--- src/core/scs_pkg.sv ---
// Constants shared by the system clock select block: register offsets,
// field positions, reset values, source codes and divide ratios.
// Assumes an 8-bit register port with a 4-bit address.
package scs_pkg;

  // Register port widths
  localparam int ADDR_W = 4;
  localparam int DATA_W = 8;

  // Register offsets
  localparam logic [3:0] ADDR_CLOCK_CONTROL = 4'h0;
  localparam logic [3:0] ADDR_SYSTEM_MODE = 4'h1;
  localparam logic [3:0] ADDR_IRQ_STATUS = 4'h2;
  localparam logic [3:0] ADDR_IRQ_MASK = 4'h3;
  localparam logic [3:0] ADDR_BLOCK_STATE = 4'h4;

  // Reset values
  localparam logic [7:0] CLOCK_CONTROL_RST = 8'h00;
  localparam logic [7:0] SYSTEM_MODE_RST = 8'h00;
  localparam logic [2:0] IRQ_RST = 3'h0;

  // Clock control register fields
  localparam int CC_EMG_BIT = 7;
  localparam int CC_XTAL_BIT = 6;
  localparam int CC_DSP_HI = 5;
  localparam int CC_DSP_LO = 4;
  localparam int CC_MCU_HI = 3;
  localparam int CC_MCU_LO = 2;
  localparam int CC_FS_HI = 1;
  localparam int CC_FS_LO = 0;

  // Analog system mode register fields
  localparam int SM_IN_HI = 7;
  localparam int SM_IN_LO = 6;
  localparam int SM_PLL_BIT = 5;

  // Interrupt status bits
  localparam int IRQ_FS_BIT = 0;
  localparam int IRQ_TIME_BIT = 1;
  localparam int IRQ_STALL_BIT = 2;

  // Input-clock select patterns and division ratios
  localparam logic [1:0] IN_SEL_DIV1 = 2'h0;
  localparam logic [1:0] IN_SEL_DIV2 = 2'h1;
  localparam logic [1:0] IN_SEL_DIV4 = 2'h2;
  localparam logic [2:0] RATIO_1 = 3'h1;
  localparam logic [2:0] RATIO_2 = 3'h2;
  localparam logic [2:0] RATIO_4 = 3'h4;

  // Clock multiplexer source codes
  localparam int MUX_N = 6;
  localparam logic [2:0] SRC_PLL0 = 3'h0;
  localparam logic [2:0] SRC_PLL1 = 3'h1;
  localparam logic [2:0] SRC_PLL2 = 3'h2;
  localparam logic [2:0] SRC_PLL3 = 3'h3;
  localparam logic [2:0] SRC_EMG = 3'h4;
  localparam logic [2:0] SRC_NONE = 3'h5;

  // Event divider width and frame-event ratios
  localparam int EVT_W = 14;
  localparam logic [13:0] FS_DIV_16 = 14'h0010;
  localparam logic [13:0] FS_DIV_8 = 14'h0008;
  localparam logic [13:0] FS_DIV_4 = 14'h0004;
  localparam logic [13:0] FS_DIV_1 = 14'h0001;

  // Time event: frames per event (8 kHz frames, one second)
  localparam logic [13:0] TIME_EVENT_FRAMES = 14'h1F40;

endpackage

--- src/core/scs_clk_mux.sv ---
// Glitch-free selector for clock-enable pulses.
// Assumes every source is a one-cycle enable pulse on clk.
`timescale 1ns/100ps
`default_nettype none

module scs_clk_mux
(
  input wire logic clk,
  input wire logic rstn,
  input wire logic [scs_pkg::MUX_N-1:0] src_en,
  input wire logic [2:0] sel,
  output logic out_en
);

  typedef enum logic {SCS_RUN, SCS_HOLD} scs_mux_state_t;

  scs_mux_state_t state;
  scs_mux_state_t next_state;
  logic [2:0] active;
  logic [2:0] next_active;
  logic next_out_en;
  logic new_pulse;

  ////////////////////////////////////////////////////////////////////////
  // A source code past the vector reads as no clock
  assign new_pulse = (sel < 3'(scs_pkg::MUX_N)) ? src_en[sel] : 1'b0;

  // On a change the first pulse of the new source is swallowed, so the
  // gap before the next output is at least one full new period
  always_comb
  begin
    next_state = state;
    next_active = active;
    next_out_en = 1'b0;
    case (state)
      SCS_RUN:
      begin
        if (sel != active)
        begin
          next_active = sel;
          next_state = SCS_HOLD;
        end
        else if (active < 3'(scs_pkg::MUX_N))
        begin
          next_out_en = src_en[active];
        end
      end
      SCS_HOLD:
      begin
        if (sel != active)
        begin
          next_active = sel;
        end
        else if (new_pulse)
        begin
          next_state = SCS_RUN;
        end
      end
      default:
      begin
        next_state = SCS_RUN;
      end
    endcase
  end

  // Registers
  always_ff @(posedge clk)
  begin
    if (!rstn)
    begin
      state <= SCS_RUN;
      active <= scs_pkg::SRC_EMG;
      out_en <= 1'b0;
    end
    else
    begin
      state <= next_state;
      active <= next_active;
      out_en <= next_out_en;
    end
  end

endmodule

`default_nettype wire

--- src/core/scs_pulse_div.sv ---
// Pulse divider: one output pulse per 'ratio' input pulses.
// Assumes in_en is a one-cycle pulse and ratio is at least one.
`timescale 1ns/100ps
`default_nettype none

module scs_pulse_div
(
  input wire logic clk,
  input wire logic rstn,
  input wire logic in_en,
  input wire logic [scs_pkg::EVT_W-1:0] ratio,
  output logic out_pulse
);

  logic [scs_pkg::EVT_W-1:0] cnt;
  logic [scs_pkg::EVT_W-1:0] next_cnt;
  logic next_out_pulse;

  ////////////////////////////////////////////////////////////////////////
  // Terminal test uses >= so a lowered ratio never strands the counter
  always_comb
  begin
    next_cnt = cnt;
    next_out_pulse = 1'b0;
    if (in_en)
    begin
      if ((cnt + 1'b1) >= ratio)
      begin
        next_cnt = '0;
        next_out_pulse = 1'b1;
      end
      else
      begin
        next_cnt = cnt + 1'b1;
      end
    end
  end

  // Registers
  always_ff @(posedge clk)
  begin
    if (!rstn)
    begin
      cnt <= '0;
      out_pulse <= 1'b0;
    end
    else
    begin
      cnt <= next_cnt;
      out_pulse <= next_out_pulse;
    end
  end

endmodule

`default_nettype wire

--- src/core/scs_top.sv ---
// System clock select: input divider, MCU/DSP/CODEC clock selection,
// frame-sync and time events, register port and interrupt.
// Assumes all clocks arrive as one-cycle enable pulses on clk.
//
// Local design decisions: the register addresses and the address-and-strobe port.
`timescale 1ns/100ps
`default_nettype none

module scs_top
#(
  parameter logic [13:0] TIME_FRAMES = scs_pkg::TIME_EVENT_FRAMES
)
(
  input wire logic clk,
  input wire logic rstn,
  input wire logic [scs_pkg::ADDR_W-1:0] reg_addr,
  input wire logic [scs_pkg::DATA_W-1:0] reg_wdata,
  input wire logic reg_wr,
  input wire logic reg_rd,
  output logic [scs_pkg::DATA_W-1:0] reg_rdata,
  input wire logic xtal_en,
  input wire logic emergency_clock,
  input wire logic pll_clk1_en,
  input wire logic pll_clk7_en,
  input wire logic pll_clk14_en,
  input wire logic pll_clk21_en,
  input wire logic pll_clk28_en,
  input wire logic pll_clk42_en,
  input wire logic freq_corrected_codec_clock,
  input wire logic phase_corrected_codec_clock,
  input wire logic codec_frame_clock,
  output logic pll_ref_en,
  output logic [2:0] input_div_ratio,
  output logic pll_on,
  output logic crystal_358,
  output logic freq_correction_en,
  output logic iom_master_only,
  output logic peripherals_guaranteed,
  output logic mcu_stalled,
  output logic mcu_clk_en,
  output logic dsp_clk_en,
  output logic codec_clk_en,
  output logic frame_sync_event,
  output logic time_event,
  output logic irq
);

  ////////////////////////////////////////////////////////////////////////
  // Decoding helpers

  // Input-clock select to division ratio; the unlisted pattern stays at 1
  function automatic logic [2:0] div_of(input logic [1:0] s);
    case (s)
      scs_pkg::IN_SEL_DIV1: div_of = scs_pkg::RATIO_1;
      scs_pkg::IN_SEL_DIV2: div_of = scs_pkg::RATIO_2;
      scs_pkg::IN_SEL_DIV4: div_of = scs_pkg::RATIO_4;
      default: div_of = scs_pkg::RATIO_1;
    endcase
  endfunction

  // Frame-sync select to frame divide ratio
  function automatic logic [13:0] fs_ratio(input logic [1:0] s);
    case (s)
      2'h0: fs_ratio = scs_pkg::FS_DIV_16;
      2'h1: fs_ratio = scs_pkg::FS_DIV_8;
      2'h2: fs_ratio = scs_pkg::FS_DIV_4;
      default: fs_ratio = scs_pkg::FS_DIV_1;
    endcase
  endfunction

  // Common source pick for the MCU and DSP multiplexers
  function automatic logic [2:0] pick(input logic emg, input logic pll,
                                      input logic [1:0] s);
    if (!emg)
      pick = scs_pkg::SRC_EMG;
    else if (!pll)
      pick = scs_pkg::SRC_NONE;
    else
      pick = {1'b0, s};
  endfunction

  ////////////////////////////////////////////////////////////////////////
  // Register state
  logic [7:0] clock_control_reg;
  logic [7:0] analog_system_mode_reg;
  logic [2:0] irq_status;
  logic [2:0] irq_mask;
  logic [7:0] next_clock_control_reg;
  logic [7:0] next_analog_system_mode_reg;
  logic [2:0] next_irq_status;
  logic [2:0] next_irq_mask;
  logic [7:0] next_reg_rdata;
  logic next_irq;
  logic [2:0] events;
  logic [2:0] w1c;
  logic emergency_mode_bit;
  logic stall_now;
  logic stall_q;
  logic fs_pulse;
  logic time_pulse;

  assign emergency_mode_bit = clock_control_reg[scs_pkg::CC_EMG_BIT];
  assign stall_now = emergency_mode_bit
                     & ~analog_system_mode_reg[scs_pkg::SM_PLL_BIT];

  // Events that set sticky status bits; stall only on its onset
  assign events[scs_pkg::IRQ_FS_BIT] = fs_pulse;
  assign events[scs_pkg::IRQ_TIME_BIT] = time_pulse;
  assign events[scs_pkg::IRQ_STALL_BIT] = stall_now & ~stall_q;
  assign w1c = (reg_wr && reg_addr == scs_pkg::ADDR_IRQ_STATUS)
               ? reg_wdata[2:0] : 3'h0;

  // Register writes, reads and interrupt; a set beats a same-cycle clear
  always_comb
  begin
    next_clock_control_reg = clock_control_reg;
    next_analog_system_mode_reg = analog_system_mode_reg;
    next_irq_mask = irq_mask;
    next_reg_rdata = 8'h00;
    if (reg_wr)
    begin
      case (reg_addr)
        scs_pkg::ADDR_CLOCK_CONTROL: next_clock_control_reg = reg_wdata;
        scs_pkg::ADDR_SYSTEM_MODE: next_analog_system_mode_reg = reg_wdata;
        scs_pkg::ADDR_IRQ_MASK: next_irq_mask = reg_wdata[2:0];
        default: next_irq_mask = irq_mask;
      endcase
    end
    if (reg_rd)
    begin
      case (reg_addr)
        scs_pkg::ADDR_CLOCK_CONTROL: next_reg_rdata = clock_control_reg;
        scs_pkg::ADDR_SYSTEM_MODE: next_reg_rdata = analog_system_mode_reg;
        scs_pkg::ADDR_IRQ_STATUS: next_reg_rdata = {5'h00, irq_status};
        scs_pkg::ADDR_IRQ_MASK: next_reg_rdata = {5'h00, irq_mask};
        scs_pkg::ADDR_BLOCK_STATE:
          next_reg_rdata = {2'h0, mcu_stalled, peripherals_guaranteed,
                            freq_correction_en, input_div_ratio};
        default: next_reg_rdata = 8'h00;
      endcase
    end
    next_irq_status = (irq_status & ~w1c) | events;
    next_irq = |(next_irq_status & next_irq_mask);
  end

  // Register file; the clock control register clears to emergency mode
  always_ff @(posedge clk)
  begin
    if (!rstn)
    begin
      clock_control_reg <= scs_pkg::CLOCK_CONTROL_RST;
      analog_system_mode_reg <= scs_pkg::SYSTEM_MODE_RST;
      irq_status <= scs_pkg::IRQ_RST;
      irq_mask <= scs_pkg::IRQ_RST;
      reg_rdata <= 8'h00;
      irq <= 1'b0;
      stall_q <= 1'b0;
    end
    else
    begin
      clock_control_reg <= next_clock_control_reg;
      analog_system_mode_reg <= next_analog_system_mode_reg;
      irq_status <= next_irq_status;
      irq_mask <= next_irq_mask;
      reg_rdata <= next_reg_rdata;
      irq <= next_irq;
      stall_q <= stall_now;
    end
  end

  ////////////////////////////////////////////////////////////////////////
  // Input clock pre-divider and mode outputs
  logic [1:0] pre_cnt;
  logic [1:0] next_pre_cnt;
  logic next_pll_ref_en;
  logic [2:0] ratio_now;
  logic xtal_358;

  assign ratio_now = div_of(analog_system_mode_reg[scs_pkg::SM_IN_HI:
                                                   scs_pkg::SM_IN_LO]);
  assign xtal_358 = clock_control_reg[scs_pkg::CC_XTAL_BIT];

  // Ratio 1 passes every crystal pulse straight through to the PLL
  always_comb
  begin
    next_pre_cnt = pre_cnt;
    next_pll_ref_en = 1'b0;
    if (xtal_en)
    begin
      if ({1'b0, pre_cnt} + 3'h1 >= ratio_now)
      begin
        next_pre_cnt = 2'h0;
        next_pll_ref_en = 1'b1;
      end
      else
      begin
        next_pre_cnt = pre_cnt + 2'h1;
      end
    end
  end

  // Divider and mode flags; emergency mode withdraws the guarantee
  always_ff @(posedge clk)
  begin
    if (!rstn)
    begin
      pre_cnt <= 2'h0;
      pll_ref_en <= 1'b0;
      input_div_ratio <= scs_pkg::RATIO_1;
      pll_on <= 1'b0;
      crystal_358 <= 1'b0;
      freq_correction_en <= 1'b0;
      iom_master_only <= 1'b0;
      peripherals_guaranteed <= 1'b0;
      mcu_stalled <= 1'b0;
    end
    else
    begin
      pre_cnt <= next_pre_cnt;
      pll_ref_en <= next_pll_ref_en;
      input_div_ratio <= ratio_now;
      pll_on <= analog_system_mode_reg[scs_pkg::SM_PLL_BIT];
      crystal_358 <= xtal_358;
      freq_correction_en <= xtal_358;
      iom_master_only <= xtal_358;
      peripherals_guaranteed <= emergency_mode_bit;
      mcu_stalled <= stall_now;
    end
  end

  ////////////////////////////////////////////////////////////////////////
  // Clock multiplexers
  logic [2:0] mcu_sel;
  logic [2:0] dsp_sel;
  logic [2:0] codec_sel;
  logic [scs_pkg::MUX_N-1:0] mcu_src;
  logic [scs_pkg::MUX_N-1:0] dsp_src;
  logic [scs_pkg::MUX_N-1:0] codec_src;

  // Source vectors: pll codes 0..3 (codec: corrected clocks 0..1, dead 2..3), emergency, then a dead input
  assign mcu_src = {1'b0, emergency_clock, pll_clk21_en, pll_clk14_en,
                    pll_clk7_en, pll_clk1_en};
  assign dsp_src = {1'b0, emergency_clock, pll_clk28_en, pll_clk42_en,
                    pll_clk7_en, pll_clk1_en};
  assign codec_src = {1'b0, emergency_clock, 2'h0,
                      phase_corrected_codec_clock,
                      freq_corrected_codec_clock};

  // Select bits are ignored unless the emergency bit is set and the PLL is on
  assign mcu_sel = pick(emergency_mode_bit, pll_on,
                        clock_control_reg[scs_pkg::CC_MCU_HI:
                                          scs_pkg::CC_MCU_LO]);
  assign dsp_sel = pick(emergency_mode_bit, pll_on,
                        clock_control_reg[scs_pkg::CC_DSP_HI:
                                          scs_pkg::CC_DSP_LO]);

  // Phase correction runs off the 21 MHz PLL clock, so no PLL, no clock
  always_comb
  begin
    if (!emergency_mode_bit)
      codec_sel = scs_pkg::SRC_EMG;
    else if (xtal_358)
      codec_sel = scs_pkg::SRC_PLL0;
    else if (pll_on)
      codec_sel = scs_pkg::SRC_PLL1;
    else
      codec_sel = scs_pkg::SRC_NONE;
  end

  scs_clk_mux u_mcu_mux
  (
    .clk(clk),
    .rstn(rstn),
    .src_en(mcu_src),
    .sel(mcu_sel),
    .out_en(mcu_clk_en)
  );

  scs_clk_mux u_dsp_mux
  (
    .clk(clk),
    .rstn(rstn),
    .src_en(dsp_src),
    .sel(dsp_sel),
    .out_en(dsp_clk_en)
  );

  scs_clk_mux u_codec_mux
  (
    .clk(clk),
    .rstn(rstn),
    .src_en(codec_src),
    .sel(codec_sel),
    .out_en(codec_clk_en)
  );

  ////////////////////////////////////////////////////////////////////////
  // Frame-locked events; both count codec frame clock pulses only
  scs_pulse_div u_fs_div
  (
    .clk(clk),
    .rstn(rstn),
    .in_en(codec_frame_clock),
    .ratio(fs_ratio(clock_control_reg[scs_pkg::CC_FS_HI:
                                      scs_pkg::CC_FS_LO])),
    .out_pulse(fs_pulse)
  );

  scs_pulse_div u_time_div
  (
    .clk(clk),
    .rstn(rstn),
    .in_en(codec_frame_clock),
    .ratio(TIME_FRAMES),
    .out_pulse(time_pulse)
  );

  // One more register stage keeps the event outputs on flip-flops
  always_ff @(posedge clk)
  begin
    if (!rstn)
    begin
      frame_sync_event <= 1'b0;
      time_event <= 1'b0;
    end
    else
    begin
      frame_sync_event <= fs_pulse;
      time_event <= time_pulse;
    end
  end

endmodule

`default_nettype wire

--- config.mk ---
export PLATFORM = sky130hd
export DESIGN_NAME = scs_top
export DESIGN_NICKNAME = d
export VERILOG_FILES = /design/src/core/scs_pkg.sv /design/src/core/scs_clk_mux.sv /design/src/core/scs_pulse_div.sv /design/src/core/scs_top.sv
export SDC_FILE = /design/constraint.sdc
export NUM_CORES = 1
export LEC_CHECK = 0
export BUFFER_PORTS_ARGS = -buffer_cell sky130_fd_sc_hd__buf_2
export CAP_MARGIN = 15
export CORE_MARGIN = 2
export CORE_UTILIZATION = 60
export DETAILED_ROUTE_END_ITERATION = 8
export GPL_TIMING_DRIVEN = 0
export PLACE_DENSITY = 0.81
export SLEW_MARGIN = 10
export SYNTH_ARGS = -nofsm -noshare
export SYNTH_HDL_FRONTEND = slang
export SYNTH_SLANG_ARGS = --single-unit
--- constraint.sdc ---
create_clock -name clk -period 4.84 [get_ports clk]
set_clock_uncertainty 0.2 [all_clocks]
set_input_delay 0.242 -clock clk [delete_from_list [all_inputs] [get_ports clk]]
set_output_delay 0.242 -clock clk [all_outputs]
set_load 0.05 [all_outputs]
* Word-level counts from Yosys, hierarchy flattened
Cells that the tools add are included.
Word-level totals: flip-flop bits (word level) 88, bits of input ports 27, output and inout bits 24, logic and storage cells 134
Operators by class: add/sub/neg operators 4, magnitude comparators 15, eq/ne operators 11, mux-type cells 49, bitwise gates (word level) 15, reduce and logical (&&, ||, !) cells 12
Operators by type and width (count):
- $pmux W8 S5 | 1
- $mux W3 | 13
- $add A14 B1 Y14 const B | 2
- $mux W14 | 2
- $lt A3 B4 Y1 const B | 6
- $mux W1 | 21
- $bmux W1 S3 | 6
- $lt A3 B3 Y1 const B | 6
- $pmux W5 S3 | 1
- $ge A14 B13 Y1 const B | 1
- $ge A14 B5 Y1 | 1
- $reduce_or A4 Y1 | 3
- $reduce_and A2 Y1 | 5
- $ne A3 B3 Y1 | 3
- $not A1 Y1 | 9
- $eq A4 B2 Y1 const B | 2
- $and A3 B3 Y3 | 2
- $pmux W1 S2 | 3
- $pmux W3 S2 | 1
- $eq A2 B1 Y1 const B | 2
- $eq A2 B2 Y1 const B | 2
- $eq A4 B1 Y1 const B | 1
- $eq A4 B3 Y1 const B | 1
- $logic_not A4 Y1 | 1
- 10 further kinds | 11

* Logic depth before layout (Yosys ltp)
Gate-level depths: netlist (run 1).
word-level depth 9, gate-level depth with buffers 10, depth with buffers taken out 9

* Modules after synthesis
Synthesis (run 1) repeated with hierarchy kept, for this count alone.
Unflattened totals: cell total of the unflattened synthesis 611, area total of the unflattened synthesis 5426.5 µm²
Modules (own cells, without submodules):
- scs_pulse_div | instances 2, cells each 166, area an instance 1367.6 µm², seq. area each 300.3 µm²
- scs_top | instances 1, cells each 198, area an instance 1861.8 µm², seq. area each 860.8 µm²
- scs_clk_mux | instances 3, cells each 27, area an instance 276.5 µm², seq. area each 100.1 µm²

* Worst setup path before layout (run 1)
Ideal clock, no wire load.
kind register to register, start point reg u_fs_div.cnt[0] in the netlist's numbering, end point reg u_fs_div.cnt[1] in the netlist's numbering, library setup time 59 ps, arrival 2054 ps, data required time 4581 ps, setup slack 2526 ps, stages on the path, launching flop included 9, buffers on the path 0, period minus slack after synthesis 2314 ps, cell sequence dfxtp_1 > ha_1 > and3_1 > xor2_1 > ha_1 > a221oi_2 > o2111ai_2 > o32ai_1 > and2_1
On the way: word-level cells in the longest chain between the ends 3
Ends and longest elaborated chain:
- start: declaration | line scs_pulse_div.sv:15 | logic [scs_pkg::EVT_W-1:0] cnt;
- start signal: assignment | line scs_pulse_div.sv:49 | cnt <= next_cnt;
- $add A14 B1 Y14 (*) | line scs_pulse_div.sv:27, scs_pulse_div.sv:34
- $ge A14 B5 Y1 | line scs_pulse_div.sv:27 | if ((cnt + 1'b1) >= ratio)
- $mux W14 (*) | line scs_pulse_div.sv:27
Mark *: on every way between the ends. The rest lies on a longest branch, timed or not. A chain may end at the register's enable or synchronous reset.

* Worst setup path after layout (run 1)
Same ends and word-level chain as after synthesis.

==> results of run 1 <==
## routing by layer
metal / GRT usage, % / share of wire, % / vias up
met5: 0 / 0 / -
met3: 5.00 / 5.3 / 18
met4: 10.3 / 1.6 / 0
met1: 36.5 / 45 / 1839
li1: - / - / 1869
met2: 43.3 / 48 / 101
## layout make-up
| type | instances | area [um^2] | share of cell area (%) |
|---|---|---|---|
| Clock inverter | 6 | 70.1 | 1.45 |
| Timing Repair Buffer | 58 | 335 | 6.92 |
| Tap cell | 96 | 120 | 2.48 |
| Clock buffer | 9 | 124 | 2.55 |
| Buffer | 26 | 110 | 2.27 |
| Inverter | 11 | 41.3 | 0.852 |
| Sequential cell | 87 | 1740 | 35.9 |
| Multi-Input combinational cell | 351 | 2310 | 47.6 |
## worst max-delay path by stage
stage,from,end
global placement,u_fs_div.cnt[0]$_SDFFE_PN0P_,u_fs_div.cnt[1]$_SDFFE_PN0P_
floorplan,u_fs_div.cnt[0]$_SDFFE_PN0P_,u_fs_div.cnt[1]$_SDFFE_PN0P_
CTS,u_fs_div.cnt[0]$_SDFFE_PN0P_,u_fs_div.cnt[1]$_SDFFE_PN0P_
detailed placement,u_fs_div.cnt[0]$_SDFFE_PN0P_,u_fs_div.cnt[3]$_SDFFE_PN0P_
global route,u_fs_div.cnt[2]$_SDFFE_PN0P_,u_fs_div.cnt[3]$_SDFFE_PN0P_
finish,u_fs_div.cnt[0]$_SDFFE_PN0P_,u_fs_div.cnt[1]$_SDFFE_PN0P_
## Yosys cell counts (all sizes together) (5+ instances only)
cell / count
xnor2: 6
nor3b: 6
nand3: 29
nand4b: 6
a21boi: 20
nor2: 14
buf: 6
and2: 23
xor2: 10
nor4b: 5
dfxtp: 87
nand4: 7
nor2b: 11
nor3: 12
inv: 11
nor4: 6
o21ai: 22
a31oi: 5
a22oi: 9
a32oi: 6
nand2: 62
a21oi: 13
mux2i: 7
nand2b: 8
clkbuf: 20
ha: 12
## metrics by stage
stage	cell area, um^2	total power, mW	cells
3_5_place_dp	4560	0.839	620
5_1_grt	4850	1.38	644
2_1_floorplan	4200	0.802	475
3_3_place_gp	4560	0.836	620
6_report	4850	1.33	644
4_1_cts	4850	1.34	644
## worst reg2reg max path: stages, from the launching register on
cell       delay (ns)
dfxtp_1          0.46
ha_1             0.29
and3_1           0.24
xor2_1           0.20
ha_1             0.27
a221oi_2         0.28
o2111ai_2        0.25
o32ai_1          0.32
and2_1           0.15
## cell families (layout without fill, tap and decap cells)
kind of cell / count (synthesis) / count (layout) / share of synthesized area [%]
flops: 87 / 87 / 41.5
fa+ha+maj: 12 / 12 / 3.58
mux: 11 / 11 / 3.28
buf+inv: 37 / 110 / 3.61
simple gates: 207 / 207 / 26.8
compound gates: 105 / 105 / 17.9
xor+xnor: 16 / 16 / 3.34
## power groups by stage
stage	combinational [mW]	clock (mW)	sequential, mW
after floorplan	0.0464	0	0.756
after global placement	0.0882	0	0.748
after detailed placement	0.0906	0	0.748
after CTS	0.0967	0.510	0.732
after global routing	0.105	0.538	0.733
final	0.0971	0.504	0.732
==> summary.txt, run 1 <==
Worst setup path
  • CP delay by family, top: compound AO/OA/AOI/OAI gates
  • CP bufs+invs: 0
  • Critical path arrival: 2.82 ns
  • Crit-path slowest cell: dfxtp_1
  • CP required: roughly 5 ns
  • CP Launch Type: register
  • R2R cell count: 8
  • R2R Path Start: u_fs_div.cnt[0]$_SDFFE_PN0P_
  • CP most frequent cell: ha_1
  • FF-to-FF setup slack: 2.12 ns
  • Worst reg2reg path endpoint: u_fs_div.cnt[1]$_SDFFE_PN0P_
  • Crit end category: register
  • CP Cell Sequence: ha_1 -> and3_1 -> xor2_1 -> ha_1 -> a221oi_2 -> o2111ai_2 -> o32ai_1 -> and2_1
  • CP Depth: 8
  • Crit Path Class: register to register
  • Worst-path fanout max: 7
  • CP max stage delay: 0.46 ns

Yosys
  • Mapped Area: between 0.004 and 0.005 mm^2
  • Avg Cell Area, Syn: slightly below 9 um^2
  • Sequential fraction of the synthesis area: about 41%
  • Yosys warning count: 0
  • Primary FF master, synth: dfxtp_1
  • Synth area leaders: dfxtp_1 (41%), nand2_1 (5.5%), ha_1 (3.6%)
  • Ys async rst share: 0%
  • Yosys cell types: a little over 60
  • Gate Count Post-Synth: around 480
  • Synth Net Count: around 510
  • Largest area contributor in the netlist: dfxtp_1
  • Top cell type's share of synthesized area: between 40% and 50%
  • FF+latch count, synth: 87
  • Number of flops mapped to enable cells by yosys: 0

Power and ir drop
  • Clock share of power: roughly 38%
  • Pint: 1000 uW
  • Logic pwr share: under 10%
  • Reg power frac: between 50% and 60%
  • Static leakage: 1.85 nW
  • Worst vdd ir: between 0.15 and 0.2 mV
  • Sw Share: 25.0%
  • Pwr per Cell Area: ~280 mW/mm^2
  • Net Switching: ~330 uW

Min path
  • Endpoint, Worst Hold: u_dsp_mux.out_en$_SDFF_PP0_
  • Worst hold stages: 3
  • Hold Crit Class: input pin to register
  • Hold_sp: emergency_clock

STA
  • Slew @ Worst Pin: roughly 1.1 ns
  • Max Clk Rate: 0.368 GHz
  • Worst slew margin: between 20 and 25%
  • Final setup fails: 0
  • RSZ-0062 raised after global routing: no
  • Max Transition Viols Final: 0
  • Fin worst setup slack: roughly 2.1 ns
  • Fin Setup TNS: 0 ns
  • Final cycle utilization of the critical path: a little under three fifths
  • Fin Hold WS: about 0.070 ns
  • Final Hold Vio Count: 0
  • Tmin final: around 2.7 ns

Clock network
  • CTS clk-pin slew, worst paths: approximately 0.090 ns
  • CTS sink cnt: 87
  • H-tree depth: 3
  • CTS tree: yes
  • Resized Gates After CTS: 0
  • Maximum root-to-sink buffer count: 2
  • Hold-fix buffers, CTS: 9
  • Post-CTS Setup Repair Bufs: 0
  • Root buf cell: clkbuf_8
  • CTS Buf Count: 9
  • Worst-Skew Late Latency: about 0.36 ns

Placed design
  • Placer Congestion: 0.906
  • Setup WS pre-CTS: approximately 2.2 ns
  • DP Wirelength: 7080 um
  • PortBufs: between 40 and 50

GRT
  • Total GRT Usage: a little over a quarter
  • Grt total ovfl: 0
  • Largest net degree at the start of global routing: 16
  • First-pass GRT wire length: 16400 um
  • Number of global-route vias before repair: roughly 3600
  • Initial antenna violation count: 0

Die
  • Die Y-Extent: between 80 and 90 um
  • DIE AREA: 0.00768 mm^2
  • # IOs: 51
  • Chip Width: approximately 90 um
  • Core Rows: 30
  • Core Region: 0.00679 mm^2
  • Initial core utilization: 61.8%

Layout
  • Most common cell after layout, fill and taps aside: dfxtp_1
  • Biggest regs: u_fs_div.cnt (14), u_time_div.cnt (14)
  • Fillers: 551
  • N_diodes: 0
  • Layout cells sized above 1: roughly 15%
  • Final #Nets: 583
  • Synthesis-to-finish area growth: 15.5%
  • Most frequent cells in the layout: dfxtp_1 (87), nand2_1 (62), buf_2 (53)
  • Fin util: 71.4%

Routing
  • DR vias/cell: a little under 6
  • Residual DRC: 0
  • DR iter-0 viols: roughly 240
  • Detailed-route via count: 3827
  • Detailed Routing Iterations Pass 1: 5
  • Routed Antenna Nets: 0
  • WL per Instance: ~16 um
  • Drt total wl: between 10000 and 15000 um

Flow run
  • Total of max-cap violations: 0

Outcome
  • Status: finished clean
Power figures use the tool's default switching activity.
==> run 2: changes to the inputs <==
--- a/config.mk
+++ b/config.mk
@@ -5,13 +5,14 @@
 export SDC_FILE = /design/constraint.sdc
 export NUM_CORES = 1
 export LEC_CHECK = 0
+export ABC_AREA = 1
 export BUFFER_PORTS_ARGS = -buffer_cell sky130_fd_sc_hd__buf_2
 export CAP_MARGIN = 15
 export CORE_MARGIN = 2
-export CORE_UTILIZATION = 60
+export CORE_UTILIZATION = 58
 export DETAILED_ROUTE_END_ITERATION = 8
 export GPL_TIMING_DRIVEN = 0
-export PLACE_DENSITY = 0.81
+export PLACE_DENSITY = 0.79
 export SLEW_MARGIN = 10
 export SYNTH_ARGS = -nofsm -noshare
 export SYNTH_HDL_FRONTEND = slang
==> constraint.sdc (replaced) <==
create_clock -name clk -period 2.83 [get_ports clk]
set_clock_uncertainty 0.2 [all_clocks]
set_input_delay 0.1415 -clock clk [delete_from_list [all_inputs] [get_ports clk]]
set_output_delay 0.1415 -clock clk [all_outputs]
set_load 0.05 [all_outputs]
==> run 2 against run 1 <==
Effect of this change:
- final area up 3.2%
- hold slack worse by 0.049 ns
- sequential power up 72%
- utilization down 1.7 points
- fmax up 10%
- register-to-register slack worse by 1.8 ns
- power up 81%
- flip-flop and latch count unchanged
- clock-buffer cell count up 2
- sequential share of layout area down 1.1 points
- via count up 5.9%
- highest routed layer unchanged
==> summary.txt, run 2 <==
Outcome
  • Status: finished clean

Die
  • Die Y-Extent: ~90 um
  • Core Region: roughly 0.0072 mm^2
  • DIE AREA: between 0.008 and 0.009 mm^2
  • Initial core utilization: about three fifths
  • Chip Width: approximately 90 um
  • # IOs: 51
  • Core Rows: 31

Layout
  • Most frequent cells in the layout: nand2_1 (109), inv_1 (97), dfxtp_1 (87)
  • N_diodes: 0
  • Final #Nets: 706
  • Area taken by multi-input logic gates: a little over 0.002 mm^2
  • Synthesis-to-finish area growth: 17.6%
  • Most common cell after layout, fill and taps aside: nand2_1
  • Biggest regs: u_fs_div.cnt (14), u_time_div.cnt (14)
  • Layout cells sized above 1: ~15%
  • Register Area: 0.00174 mm^2
  • Fillers: 601

STA
  • RSZ-0062 raised after global routing: no
  • Tmin final: approximately 2.5 ns
  • Final cycle utilization of the critical path: about 87%
  • Final setup fails: 0
  • Slew @ Worst Pin: about 0.60 ns
  • Fin Setup TNS: 0 ns
  • Max Clk Rate: about 0.41 GHz
  • Max Transition Viols Final: 0
  • Fin worst setup slack: 0.366 ns
  • Worst slew margin: 60.1%
  • Final Hold Vio Count: 0

Clock network
  • Hold-fix buffers, CTS: 17
  • CTS Buf Count: 9
  • CTS sink cnt: 87
  • Maximum root-to-sink buffer count: 2
  • CTS clk-pin slew, worst paths: approximately 0.090 ns
  • Worst-Skew Late Latency: ~0.35 ns
  • CTS tree: yes
  • Root buf cell: clkbuf_8
  • Resized Gates After CTS: 0
  • Post-CTS Setup Repair Bufs: 0
  • H-tree depth: 3

Yosys
  • Sequential fraction of the synthesis area: 41.0%
  • Gate Count Post-Synth: roughly 590
  • Synth top cells by count: nand2_1 (109), inv_1 (97), dfxtp_1 (87)
  • Avg Cell Area, Syn: around 7.2 um^2
  • Most frequent cell after synthesis: nand2_1
  • Synth Net Count: 630
  • Ys async rst share: 0%
  • Top cell type's share of synthesized area: 41.0%
  • Primary FF master, synth: dfxtp_1
  • FF+latch count, synth: 87
  • Yosys warning count: 0
  • Mapped Area: around 0.0043 mm^2
  • Yosys cell types: 37
  • Synth area leaders: dfxtp_1 (41%), nand2_1 (9.6%), inv_1 (8.6%)
  • Largest area contributor in the netlist: dfxtp_1
  • Number of flops mapped to enable cells by yosys: 0

Worst setup path
  • CP Launch Type: register
  • Crit end category: register
  • CP max stage delay: approximately 0.50 ns
  • Critical path arrival: roughly 2.5 ns
  • CP delay by family, top: simple AND/OR/NAND/NOR gates
  • Crit-path slowest cell: dfxtp_1
  • CP required: around 2.9 ns
  • Crit Path Class: register to register
  • CP bufs+invs: 0
  • CP most frequent cell: nor2_1
  • CP Cell Sequence: ha_1 -> nand3_1 -> nor2_4 -> nor2_1 -> ha_1 -> nand4_1 -> nand3_1 -> nor2_1 -> nand2_2 -> nand2_1 -> nor2_1
  • Worst-path fanout max: 8

Routing
  • Residual DRC: 0
  • Routed Antenna Nets: 0
  • Detailed Routing Iterations Pass 1: 5
  • Drt total wl: approximately 10000 um
  • DR iter-0 viols: 203
  • Detailed-route via count: 4054
  • WL per Instance: around 13 um
  • DR vias/cell: 5.26

GRT
  • Total GRT Usage: a little over a quarter
  • Grt total ovfl: 0
  • Largest net degree at the start of global routing: 16
  • Initial antenna violation count: 0
  • Number of global-route vias before repair: roughly 3800
  • First-pass GRT wire length: ~17000 um

Power and ir drop
  • Net Switching: approximately 620 uW
  • Clock share of power: between 30% and 40%
  • Worst vdd ir: 0.351 mV
  • Static leakage: 2.23 nW
  • Logic pwr share: under 10%
  • Pwr per Cell Area: approximately 480 mW/mm^2
  • Pint: around 1.8 mW
  • Reg power frac: roughly 53%
  • Sw Share: between 20% and 30%

Placed design
  • Placer Congestion: between 0.9 and 1
  • Setup WS pre-CTS: 0.437 ns
  • DP Wirelength: between 7000 and 8000 um
  • PortBufs: 48

Min path
  • Hold Crit Class: input pin to register

Flow run
  • Total of max-cap violations: 0
## run 2: changes by cell type after synthesis, sizes merged, moves of 11 or more
cell and change:
clkbuf -12, and2 -23, nand2 +52, o21ai +27, inv +86, nor2 +67, a21boi -20, nor2b -11
a21oi +19
## run 2: kinds of logic (layout without fill, tap and decap cells)
| family | after synthesis | count (layout) | synth area share (%) |
|---|---|---|---|
| AO/OA/AOI/OAI | 104 | 104 | 13.5 |
| flip-flops | 87 | 87 | 41.0 |
| AND/OR/NAND/NOR | 259 | 259 | 27.9 |
| adder cells (fa/ha/maj) | 12 | 12 | 3.53 |
| XOR/XNOR | 15 | 15 | 3.09 |
| buffers and inverters | 114 | 195 | 10.9 |
## run 2: layer usage
layer / part of all wire [%] / GRT usage [%] / wire [um]
met5: 0 / 0 / 0
met4: 1.6 / 10.2 / 160
met3: 5.1 / 3.66 / 508
met2: 49 / 45.3 / 4880
met1: 44 / 34.5 / 4420
## run 2: cell type report
class,instances,share of cell area [%]
plain buffers,16,1.95
clock buffers,11,3.03
clock inverters,5,1.28
inverters,98,7.35
multi-input cells,390,40.9
flip-flops and latches,87,34.8
well taps,99,2.48
repair buffers,65,8.20
## run 2: worst reg2reg max path: stages, from the launching register on
cell and delay, ns:
dfxtp_1 0.50, ha_1 0.24, nand3_1 0.18, nor2_4 0.24, nor2_1 0.09, ha_1 0.31
nand4_1 0.12, nand3_1 0.08, nor2_1 0.13, nand2_2 0.12, nand2_1 0.08, nor2_1 0.04
## run 2: power groups by stage
stage               registers (mW)  logic (mW)  clock network [mW]
finish                        1.26       0.214               0.930
global placement              1.29       0.190                   0
floorplan                     1.31       0.112                   0
detailed placement            1.29       0.195                   0
CTS                           1.26       0.211               0.941
global route                  1.27       0.237               0.985
## run 2: through the flow
| stage | instance area [um^2] | total power, mW | std cells | hold slack (ns) | util [%] |
|---|---|---|---|---|---|
| 3_3_place_gp | 4620 | 1.48 | 738 | 0.184 | 64.3 |
| 6_report | 5000 | 2.41 | 771 | 0.0202 | 69.7 |
| 2_1_floorplan | 4250 | 1.42 | 591 | 0.0673 | - |
| 3_5_place_dp | 4620 | 1.49 | 738 | 0.190 | 64.3 |
| 5_1_grt | 5000 | 2.49 | 771 | 0.0358 | 69.7 |
| 4_1_cts | 5000 | 2.41 | 771 | 0.00446 | 69.7 |
## run 2: worst paths after layout
check | from | endpoint | slack (ns) | depth (start not counted)
setup reg to reg | u_fs_div.cnt[0]$_SDFFE_PN0P_ | u_fs_div.out_pulse$_SDFF_PN0_ | 0.37 | 11
hold reg to reg | u_time_div.out_pulse$_SDFF_PN0_ | time_event$_SDFF_PN0_ | 0.24 | 2
hold / removal | codec_frame_clock | u_time_div.out_pulse$_SDFF_PN0_ | 0.02 | 4
setup / recovery | u_fs_div.cnt[0]$_SDFFE_PN0P_ | u_fs_div.out_pulse$_SDFF_PN0_ | 0.37 | 11
==> run 3: changes to the inputs <==
--- a/config.mk
+++ b/config.mk
@@ -13,6 +13,7 @@
 export DETAILED_ROUTE_END_ITERATION = 8
 export GPL_TIMING_DRIVEN = 0
 export PLACE_DENSITY = 0.79
+export REMOVE_ABC_BUFFERS = 1
 export SLEW_MARGIN = 10
 export SYNTH_ARGS = -nofsm -noshare
 export SYNTH_HDL_FRONTEND = slang
==> run 3 against run 2 <==
Effect of this change:
- largest power group unchanged
- hold slack lost 0.012 ns
- critical path depth unchanged
- highest routed layer unchanged
- flip-flop and latch count did not move
==> summary.txt, run 3 (synthesis gave the netlist of run 2 again) <==
Routing
  • WL per Instance: about 12 um
  • Residual DRC: 0
  • DR vias/cell: 5.19
  • Detailed Routing Iterations Pass 1: 4
  • DR iter-0 viols: approximately 170
  • Routed Antenna Nets: 0
  • Drt total wl: approximately 9400 um
  • Detailed-route via count: 3933

Power and ir drop
  • Pwr per Cell Area: around 480 mW/mm^2
  • Worst vdd ir: roughly 0.34 mV
  • Static leakage: 2.18 nW

Worst setup path
  • Crit path launch: u_fs_div.cnt[0]$_SDFFE_PN0P_
  • R2R cell count: 11
  • CP max stage delay: roughly 0.5 ns
  • CP Depth: 11
  • CP Launch Type: register
  • CP most frequent cell: nor2_1
  • Worst reg2reg path endpoint: u_fs_div.out_pulse$_SDFF_PN0_
  • Crit end category: register
  • R2R Path Start: u_fs_div.cnt[0]$_SDFFE_PN0P_
  • Crit Path Class: register to register
  • CP bufs+invs: 0
  • CP Cell Sequence: ha_1 -> nand3_1 -> nor2_4 -> nor2_1 -> ha_1 -> nand4_1 -> nand3_1 -> nor2_1 -> nand2_2 -> nand2_1 -> nor2_1
  • FF-to-FF setup slack: 0.38 ns
  • Crit-path slowest cell: dfxtp_1
  • Critical path arrival: 2.48 ns
  • CP required: roughly 2.9 ns
  • Worst-path fanout max: 8
  • CP delay by family, top: simple AND/OR/NAND/NOR gates

Placed design
  • Placed Cells: 724
  • Placer Congestion: 0.895
  • PortBufs: 50
  • DP Wirelength: 6550 um

STA
  • RSZ-0062 raised after global routing: no
  • Final cycle utilization of the critical path: around 86%
  • Fin Setup TNS: 0 ns
  • Tmin final: between 2 and 2.5 ns
  • Final Hold Vio Count: 0
  • Final setup fails: 0
  • Worst slew margin: approximately 45%
  • Slew @ Worst Pin: between 0.8 and 0.9 ns
  • Max Clk Rate: between 0.4 and 0.5 GHz
  • Max Transition Viols Final: 0
  • Fin Hold WS: 0.00866 ns

Die
  • Core Rows: 31
  • DIE AREA: 0.00803 mm^2
  • # IOs: roughly 50
  • Chip Width: 89.6 um
  • Die Y-Extent: 89.6 um
  • Core Region: 0.00718 mm^2
  • Initial core utilization: between 50% and 60%

Flow run
  • Total of max-cap violations: 0

Min path
  • Hold_sp: reg_addr[0]
  • Hold Crit Class: input pin to register
  • Endpoint, Worst Hold: reg_rdata[2]$_SDFF_PN0_
  • Worst hold stages: 4

GRT
  • Initial antenna violation count: 0
  • Largest net degree at the start of global routing: 38
  • Number of global-route vias before repair: around 3600
  • First-pass GRT wire length: roughly 15000 um
  • Total GRT Usage: 24.7%
  • Grt total ovfl: 0

Clock network
  • CTS sink cnt: 87
  • CTS Buf Count: 9
  • Resized Gates After CTS: 0
  • Maximum root-to-sink buffer count: 2
  • CTS clk-pin slew, worst paths: 0.09 ns
  • Root buf cell: clkbuf_8
  • H-tree depth: 3
  • Worst-Skew Late Latency: approximately 0.36 ns
  • CTS tree: yes

Layout
  • Fillers: between 600 and 700
  • Fin cells: between 700 and 800
  • Fin util: slightly below 70%
  • Synthesis-to-finish area growth: 15.5%
  • N_diodes: 0
  • Most frequent cells in the layout: nand2_1 (109), inv_1 (97), dfxtp_1 (87)
  • Most common cell after layout, fill and taps aside: nand2_1
  • Final #Nets: slightly below 700
  • Layout cells sized above 1: about 14%
  • Biggest regs: u_fs_div.cnt (14), u_time_div.cnt (14)

Outcome
  • Status: finished clean
-- run 3: layout make-up --
type | instances | area, um^2 | share of cell area (%)
clock buffers | 9 | 124 | 2.52
clock inverters | 7 | 80.1 | 1.63
inverters | 98 | 368 | 7.49
multi-input cells | 390 | 2050 | 41.7
flip-flops and latches | 87 | 1740 | 35.5
well taps | 99 | 124 | 2.52
repair buffers | 68 | 428 | 8.71
-- run 3: power by group --
part | total, mW | switching, mW | internal (mW)
registers | 1.26 | 0.0172 | 1.25
clock network | 0.888 | 0.472 | 0.416
logic | 0.199 | 0.129 | 0.0701
total | 2.35 | 0.618 | 1.73
-- run 3: worst min-delay path, delay by kind of cell --
kind | cells | cell delay, ns
compound gates | 1 | 0.07
buf+inv | 2 | 0.22
simple gates | 1 | 0.09
-- run 3: through the flow --
stage	cell area [um^2]	total power, mW	worst slack (ns)
floorplan	4160	1.40	0.755
global placement	4530	1.47	0.417
detailed placement	4530	1.47	0.371
CTS	4900	2.36	0.0438
global route	4910	2.44	0.213
finish	4910	2.35	0.383
-- run 3: worst max path at each step --
| stage | to |
|---|---|
| 2_1_floorplan | u_fs_div.out_pulse$_SDFF_PN0_ |
| 3_3_place_gp | input_div_ratio[0]$_SDFF_PN1_ |
| 3_5_place_dp | input_div_ratio[0]$_SDFF_PN1_ |
| 4_1_cts | reg_rdata[1]$_SDFF_PN0_ |
| 5_1_grt | u_fs_div.out_pulse$_SDFF_PN0_ |
| 6_report | u_fs_div.out_pulse$_SDFF_PN0_ |
-- run 3: layer usage --
layer / track usage, % / wire (um)
met5: 0 / 0
met1: 30.0 / 4160
met4: 11.7 / 204
met3: 4.75 / 334
met2: 42.0 / 4650
-- run 3: timing repair --
action | 4_1_cts | 5_1_grt
hold endpoints to repair | 28 | 1
setup buffers | 0 | 1
setup endpoints to repair | 0 | 1
hold buffers | 17 | 1
